<file path="src/pkg/vpa_pkg.sv">
// Constants, state codes and timing counts for the Port A access sequencer.
package vpa_pkg;
  localparam int   CLK_PERIOD_NS   = 100;
  // Minimum times in nanoseconds, converted to whole clock cycles rounded up.
  localparam int   ROW_HOLD_NS     = 100;
  localparam int   COL_SETUP_NS    = 100;
  localparam int   COL_HOLD_NS     = 100;
  localparam int   PRECHARGE_NS    = 200;
  localparam int   ROW_HOLD_CYC    = (ROW_HOLD_NS + CLK_PERIOD_NS - 1) / CLK_PERIOD_NS;
  localparam int   COL_SETUP_CYC   = (COL_SETUP_NS + CLK_PERIOD_NS - 1) / CLK_PERIOD_NS;
  localparam int   COL_HOLD_CYC    = (COL_HOLD_NS + CLK_PERIOD_NS - 1) / CLK_PERIOD_NS;
  localparam int   PRECHARGE_CYC   = (PRECHARGE_NS + CLK_PERIOD_NS - 1) / CLK_PERIOD_NS;
  localparam int   ADDR_W          = 9;
  localparam int   BANK_W          = 2;
  localparam int   STROBE_W        = 4;
  localparam int   CNT_W           = 3;
  localparam logic CFG_RESET       = 1'h0;

  typedef enum logic [2:0] {
    VPA_IDLE  = 3'h0,
    VPA_ROW   = 3'h1,
    VPA_CSET  = 3'h2,
    VPA_WDLY  = 3'h3,
    VPA_COL   = 3'h4,
    VPA_PRE   = 3'h5
  } vpa_state_t;
endpackage

</file>
<file path="src/rtl/vpa_sequencer.sv">
// Port A access sequencer: request latch, row/column strobe timing and address multiplexer.
`timescale 1ns/10ps
`default_nettype none

module vpa_sequencer
  import vpa_pkg::*;
(
  input  wire logic                clk_i,
  input  wire logic                rst_i,
  input  wire logic                ce_i,
  input  wire logic                program_i,
  input  wire logic                mode_select_bit_i,
  input  wire logic                write_column_delay_bit_i,
  input  wire logic                early_column_cfg_bit_i,
  input  wire logic                ack_style_bit_i,
  input  wire logic                pipeline_cfg_i,
  input  wire logic                addr_latch_cfg_i,
  input  wire logic                address_strobe_in_i,
  input  wire logic                chip_select_i,
  input  wire logic                access_hold_request_i,
  input  wire logic                write_indicator_in_i,
  input  wire logic [STROBE_W-1:0] byte_column_enables_i,
  input  wire logic [BANK_W-1:0]   bank_i,
  input  wire logic [ADDR_W-1:0]   row_addr_i,
  input  wire logic [ADDR_W-1:0]   col_addr_i,
  input  wire logic                refresh_busy_i,
  input  wire logic                port_b_busy_i,
  input  wire logic                transfer_busy_i,
  output logic [STROBE_W-1:0]      row_strobe_o,
  output logic [STROBE_W-1:0]      column_strobe_o,
  output logic [ADDR_W-1:0]        mux_address_out_o,
  output logic                     transfer_output_enable_o,
  output logic                     transfer_ack_out_o
);

  vpa_state_t        state;
  vpa_state_t        next_state;
  logic [CNT_W-1:0]  cnt;
  logic              cfg_mode;
  logic              cfg_wdly;
  logic              cfg_ecol;
  logic              cfg_ack;
  logic              cfg_pipe;
  logic              cfg_latch;
  logic              strobe_prev;
  logic              req;
  logic              hold_seen;
  logic [ADDR_W-1:0] pend_row;
  logic [ADDR_W-1:0] pend_col;
  logic [BANK_W-1:0] pend_bank;
  logic              pend_write;
  logic [ADDR_W-1:0] cur_row;
  logic [ADDR_W-1:0] cur_col;
  logic [BANK_W-1:0] cur_bank;
  logic              cur_write;
  logic              start_now;
  logic              busy;
  logic              accept;
  logic              can_start;
  logic              active;
  logic              ending;
  logic [ADDR_W-1:0] take_row;
  logic [ADDR_W-1:0] take_col;
  logic [BANK_W-1:0] take_bank;
  logic              take_write;
  logic [STROBE_W-1:0] next_row_strobe;
  logic [STROBE_W-1:0] next_col_strobe;
  logic [ADDR_W-1:0]   next_mux;
  logic                next_ack;

  // A start needs a fresh rising strobe, so a strobe held high cannot start twice.
  assign start_now  = address_strobe_in_i & chip_select_i & ~strobe_prev;
  assign busy       = refresh_busy_i | port_b_busy_i | transfer_busy_i;
  assign active     = (state == VPA_ROW) || (state == VPA_CSET) || (state == VPA_WDLY) || (state == VPA_COL);
  assign ending     = active & hold_seen & ~access_hold_request_i;
  // Mode 1 starts at the strobe edge; a request queued mid-access waits until the sequencer is free.
  assign can_start  = (state == VPA_IDLE) || ((state == VPA_PRE) && (cnt >= CNT_W'(PRECHARGE_CYC - 1)));
  assign accept     = ~busy & can_start & (req | (cfg_mode & start_now & ~active));
  assign take_row   = req ? pend_row : row_addr_i;
  assign take_col   = req ? pend_col : col_addr_i;
  assign take_bank  = req ? pend_bank : bank_i;
  assign take_write = req ? pend_write : write_indicator_in_i;

  always_ff @(posedge clk_i or posedge rst_i) begin
    if (rst_i) begin
      {cfg_mode, cfg_wdly, cfg_ecol, cfg_ack, cfg_pipe, cfg_latch} <= {6{CFG_RESET}};
    end else if (ce_i && program_i) begin
      cfg_mode  <= mode_select_bit_i;
      cfg_wdly  <= write_column_delay_bit_i;
      cfg_ecol  <= early_column_cfg_bit_i;
      cfg_ack   <= ack_style_bit_i;
      cfg_pipe  <= pipeline_cfg_i;
      cfg_latch <= addr_latch_cfg_i;
    end
  end

  // Request latch and pending address; a held-off request waits here.
  always_ff @(posedge clk_i or posedge rst_i) begin
    if (rst_i) begin
      strobe_prev <= 1'h0;
      req         <= 1'h0;
      {pend_row, pend_col, pend_bank, pend_write} <= '0;
    end else if (ce_i) begin
      strobe_prev <= address_strobe_in_i;
      if (accept && !req) begin
        req <= 1'h0;
      end else begin
        req <= (req & ~accept) | start_now;
      end
      if (start_now || (cfg_latch && strobe_prev && !address_strobe_in_i && req)) begin
        pend_row   <= row_addr_i;
        pend_col   <= col_addr_i;
        pend_bank  <= bank_i;
        pend_write <= write_indicator_in_i;
      end
    end
  end

  always_comb begin
    next_state = state;
    unique case (state)
      VPA_IDLE: begin
        if (accept) begin
          next_state = VPA_ROW;
        end
      end
      VPA_ROW: begin
        if (ending) begin
          next_state = VPA_PRE;
        end else if (cnt >= CNT_W'(ROW_HOLD_CYC - 1)) begin
          next_state = VPA_CSET;
        end
      end
      VPA_CSET: begin
        if (ending) begin
          next_state = VPA_PRE;
        end else if (cnt >= CNT_W'(COL_SETUP_CYC - 1)) begin
          next_state = (cfg_wdly && cur_write) ? VPA_WDLY : VPA_COL;
        end
      end
      VPA_WDLY: begin
        next_state = ending ? VPA_PRE : VPA_COL;
      end
      VPA_COL: begin
        if (ending) begin
          next_state = VPA_PRE;
        end
      end
      VPA_PRE: begin
        if (cnt >= CNT_W'(PRECHARGE_CYC - 1)) begin
          next_state = accept ? VPA_ROW : VPA_IDLE;
        end
      end
      default: begin
        next_state = VPA_IDLE;
      end
    endcase
  end

  always_ff @(posedge clk_i or posedge rst_i) begin
    if (rst_i) begin
      state     <= VPA_IDLE;
      cnt       <= '0;
      hold_seen <= 1'h0;
    end else if (ce_i) begin
      state     <= next_state;
      cnt       <= (next_state != state) ? '0 : ((cnt == '1) ? cnt : cnt + CNT_W'(1));
      hold_seen <= (next_state == VPA_ROW && state != VPA_ROW) ? access_hold_request_i
                                                                : (hold_seen | access_hold_request_i);
    end
  end

  always_ff @(posedge clk_i or posedge rst_i) begin
    if (rst_i) begin
      {cur_row, cur_col, cur_bank, cur_write} <= '0;
    end else if (ce_i && next_state == VPA_ROW && state != VPA_ROW) begin
      cur_row   <= take_row;
      cur_col   <= take_col;
      cur_bank  <= take_bank;
      cur_write <= take_write;
    end
  end

  always_comb begin
    next_row_strobe = '0;
    next_col_strobe = '0;
    next_mux        = mux_address_out_o;
    unique case (next_state)
      VPA_ROW: begin
        next_row_strobe = (state == VPA_ROW) ? row_strobe_o : STROBE_W'(1) << take_bank;
        next_mux        = (state == VPA_ROW) ? cur_row : take_row;
      end
      VPA_CSET, VPA_WDLY: begin
        next_row_strobe = row_strobe_o;
        next_mux        = cur_col;
      end
      VPA_COL: begin
        next_row_strobe = row_strobe_o;
        next_col_strobe = byte_column_enables_i;
        // Pipelining frees the address bus early for the next row address: the queued one if a request waits, else the live one.
        if (cfg_pipe && state == VPA_COL && cnt >= CNT_W'(COL_HOLD_CYC - 1)) begin
          next_mux = req ? pend_row : row_addr_i;
        end else if (!cfg_pipe || state != VPA_COL) begin
          next_mux = cur_col;
        end
      end
      VPA_PRE: begin
        next_col_strobe = cfg_ecol ? '0 : column_strobe_o;
      end
      default: begin
        next_mux = mux_address_out_o;
      end
    endcase
    if (cfg_ack) begin
      next_ack = (next_state == VPA_COL);
    end else begin
      next_ack = ~((next_state == VPA_ROW) || (next_state == VPA_CSET) || (next_state == VPA_WDLY));
    end
  end

  always_ff @(posedge clk_i or posedge rst_i) begin
    if (rst_i) begin
      row_strobe_o             <= '0;
      column_strobe_o          <= '0;
      mux_address_out_o        <= '0;
      transfer_output_enable_o <= 1'h0;
      transfer_ack_out_o       <= 1'h1;
    end else if (ce_i) begin
      row_strobe_o             <= next_row_strobe;
      column_strobe_o          <= next_col_strobe;
      mux_address_out_o        <= next_mux;
      transfer_output_enable_o <= ~cur_write & ~cfg_ecol & (|next_col_strobe);
      transfer_ack_out_o       <= next_ack;
    end
  end
endmodule

`default_nettype wire

</file>
<file path="config.mk">
export PLATFORM = sky130hd
export DESIGN_NAME = vpa_sequencer
export DESIGN_NICKNAME = d
export VERILOG_FILES = /design/src/pkg/vpa_pkg.sv /design/src/rtl/vpa_sequencer.sv
export SDC_FILE = /design/constraint.sdc
export NUM_CORES = 1
export LEC_CHECK = 0
export BUFFER_PORTS_ARGS = -buffer_cell sky130_fd_sc_hd__buf_2
export CAP_MARGIN = 20
export CORE_AREA = 5 5 107 89
export CTS_CLUSTER_SIZE = 8
export DETAILED_ROUTE_END_ITERATION = 8
export DIE_AREA = 0 0 112 94
export GPL_TIMING_DRIVEN = 0
export HOLD_SLACK_MARGIN = 0.06
export PLACE_DENSITY = 0.65
export SLEW_MARGIN = 20
export SYNTH_ARGS = -nofsm -noshare
export SYNTH_HDL_FRONTEND = slang
export SYNTH_SLANG_ARGS = --single-unit
</file>
<file path="constraint.sdc">
create_clock -name clk_i -period 2.28 [get_ports clk_i]
set_clock_uncertainty 0.1 [all_clocks]
set_input_delay 0.114 -clock clk_i [delete_from_list [all_inputs] [get_ports clk_i]]
set_output_delay 0.114 -clock clk_i [all_outputs]
set_load 0.01 [all_outputs]
</file>
==> run metrics <==
Synth Instances 338; commonest non-fill, non-tap cell in the layout dfrtp_1; largest net degree at the start of global routing 44; Final Non-Filler Cells 568; CP Buf/Inv Count 2; vias in the first global route 2,993; Port Buffers 58; most frequent cells in the layout 72 x dfrtp_1, 65 x buf_2, 34 x dlygate4sd3_1; unrepaired setup endpoints after global routing yes; worst path cell trace inv_2 -> ha_2 -> or3_4 -> o211a_4 -> o21a_4 -> o21ai_4 -> clkbuf_16 -> mux2_2; Inserted Diodes 0; Num CTS Buffers 9; slowest stage delay, CP 0.39 ns; initial antenna violation count 0; YS warnings 0; Ports 60; FF+latch count, synth 74; grt ovf 0; Final period util 101.9%; Nets 495; hpwl dp 6106 um; cell area after synthesis 0.003702 mm^2; post-synth net total 382; Total Routed Length 8835 um; chip width 112 um; DRT Pass-1 Iters 4; Top FF cell, synth dfrtp_1; first-pass GRT wire length 14,680 um; Max Cap Violations 0; via count 3,013; hold crit path type in2reg; status complete, but fails checks; core area 0.008295 mm^2; die area 0.01053 mm^2; Die Y 94 um; final setup margin -0.04268 ns; Clk pin slew, worst setup/hold paths 0.08 ns; final hold vios 0; row count 30; Critical Path AT 2.46 ns; GRT Overall Usage 17.37%; TritonCTS clock tree done; Placer Congestion 0.8871; required time worst endpoint 2.41 ns; deepest clock path buffer count 2; CTS Root Cell clkbuf_8; critical path's top delay family compound AO/OA/AOI/OAI gates; setup_tns -0.1047 ns; Fillers 711; Worst Setup End Kind flip-flop; post-synth cell types 52; Slew @ Worst Pin 0.6456 ns; layout cell share with drive strength beyond 1 33.55%; initial drt markers 163; worst-skew pair later-pin latency 0.35 ns; R2R depth 8; Area Growth Syn to Fin 31.29%; worst setup path category reg2reg; synthesized area per cell 10.95 um^2; Initial Util 44.63%; Final Setup Violations 3; hold depth 4; Worst IR Drop VDD 0.4397 mV; FMAX 430.5 MHz; Seq/Total Area, Yosys 50.05%; Leak Pwr 2.261 nW; ys async rst share 100.0%; pwr dens 968.4 mW/mm^2; ANT nets after route 0; max-slew violation count 0; Critical Path Stages 8; Remaining DRCs 0; slowest CP cell dfrtp_1; CP max FO 4; vias per inst 5.305; H-Tree Depth 3; routed len/inst 15.55 um; element type at the critical path start flip-flop; failing checks setup timing; EDFF count, synth 0; total power draw 4.707 mW; Sink Count 74; placed cell count 509; Rel. slew slack 56.96%; min Tclk post-route 2.323 ns
==> final cells by class <==
class	count	area (um^2)	area share, %
plain buffers	19	110.1	2.265
clock buffers	10	137.6	2.831
clock inverters	6	41.29	0.8494
inverters	19	73.82	1.519
multi-input cells	224	1733	35.65
flip-flops and latches	74	1854	38.15
well taps	112	140.1	2.883
repair buffers	104	770.7	15.86
==> worst register-to-register path: cells and delay by family, from the launching register on <==
kind	cells	cell delay, ns
adders and majority gates	1	0.16
buffers and inverters	2	0.24
and+or+nand+nor	1	0.38
muxes	1	0.33
AOI/OAI and AO/OA	3	0.61
DFF	1	0.39
==> layer usage <==
metal | track usage [%] | share of wire [%]
met2 | 27.25 | 45
met5 | 0 | 0
met4 | 5.906 | 1.2
met3 | 3.799 | 5.1
met1 | 23.98 | 49
==> Yosys cell counts, types with 2 or more instances <==
| library cell | number | area, um^2 |
|---|---|---|
| a31oi_1 | 3 | 18.77 |
| buf_1 | 2 | 7.510 |
| nor2b_1 | 3 | 18.77 |
| o21ai_0 | 27 | 135.1 |
| nand2b_1 | 4 | 25.02 |
| mux2_2 | 38 | 427.9 |
| a211oi_1 | 8 | 60.06 |
| dfrtp_1 | 73 | 1827 |
| nor4_1 | 4 | 25.02 |
| inv_1 | 19 | 71.32 |
| a21oi_1 | 7 | 35.03 |
| a221o_1 | 8 | 80.08 |
| nor2_1 | 19 | 71.32 |
| o22ai_1 | 3 | 18.77 |
| or4_1 | 2 | 15.01 |
| nor3b_1 | 2 | 15.01 |
| buf_2 | 10 | 50.05 |
| nand2_1 | 31 | 116.4 |
| ha_1 | 3 | 37.54 |
| a22o_1 | 6 | 52.55 |
| nor3_1 | 2 | 10.01 |
| o21a_1 | 2 | 15.01 |
| or3_1 | 2 | 12.51 |
| mux2i_1 | 21 | 210.2 |
| clkbuf_1 | 7 | 26.28 |
| and3_1 | 2 | 12.51 |
| a22oi_1 | 5 | 37.54 |
==> metrics by stage <==
step | cell area [um^2] | setup WS, ns | utilization, % | hold WS (ns)
floorplan | 3702 | 0.07829 | - | 0.1489
global placement | 4133 | -0.7837 | 49.82 | 0.2476
detailed placement | 4163 | -0.1876 | 50.18 | 0.05093
CTS | 4711 | 0.01281 | 56.79 | 0.1143
global route | 4861 | -0.09737 | 58.60 | 0.1318
finish | 4861 | -0.04268 | 58.60 | 0.1316
==> flip-flops by register name (all words and copies together) (netlist names), 2 cells and up <==
name	flops
mux_address_out_o	9
row_strobe_o	4
column_strobe_o	4
pend_col	9
pend_row	9
state	3
cur_col	9
cnt	3
cur_row	9
pend_bank	2
==> worst paths after layout <==
check	to	start	slack, ns
worst max register to register	mux_address_out_o[4]	cnt[1]	-0.04
worst min register to register	cur_row[5]	cur_row[5]	0.38
min in group asynchronous	pend_col[0]	rst_i	0.22
max in group asynchronous	transfer_ack_out_o	rst_i	1.24
worst min-delay path	req	ce_i	0.13
worst max-delay path	mux_address_out_o[4]	cnt[1]	-0.04
==> power by group <==
part,switching [mW],total [mW],leakage [nW],internal [mW]
clock network,0.500,0.924,0.0847,0.424
logic,0.920,1.84,1.24,0.922
registers,0.248,1.94,0.939,1.69
==> repair_timing <==
item | CTS | global route
gates resized for setup | 2 | 27
hold endpoints to repair | 121 | 0
hold buffers | 34 | 0
endpoints found under the setup margin | 23 | 42
pin swaps | 2 | 6
gates cloned | 0 | 1
setup buffers | 2 | 8
==> cells by family (layout without fill, tap and decap cells) <==
kind of cell | count (synthesis) | after routing | share of synthesized area [%]
flops | 74 | 74 | 50.05
simple gates | 79 | 79 | 10.51
buf+inv | 40 | 158 | 4.698
fa+ha+maj | 3 | 3 | 1.014
compound gates | 82 | 82 | 16.26
mux | 59 | 59 | 17.24
xor+xnor | 1 | 1 | 0.2366
Power figures use the tool's default switching activity.
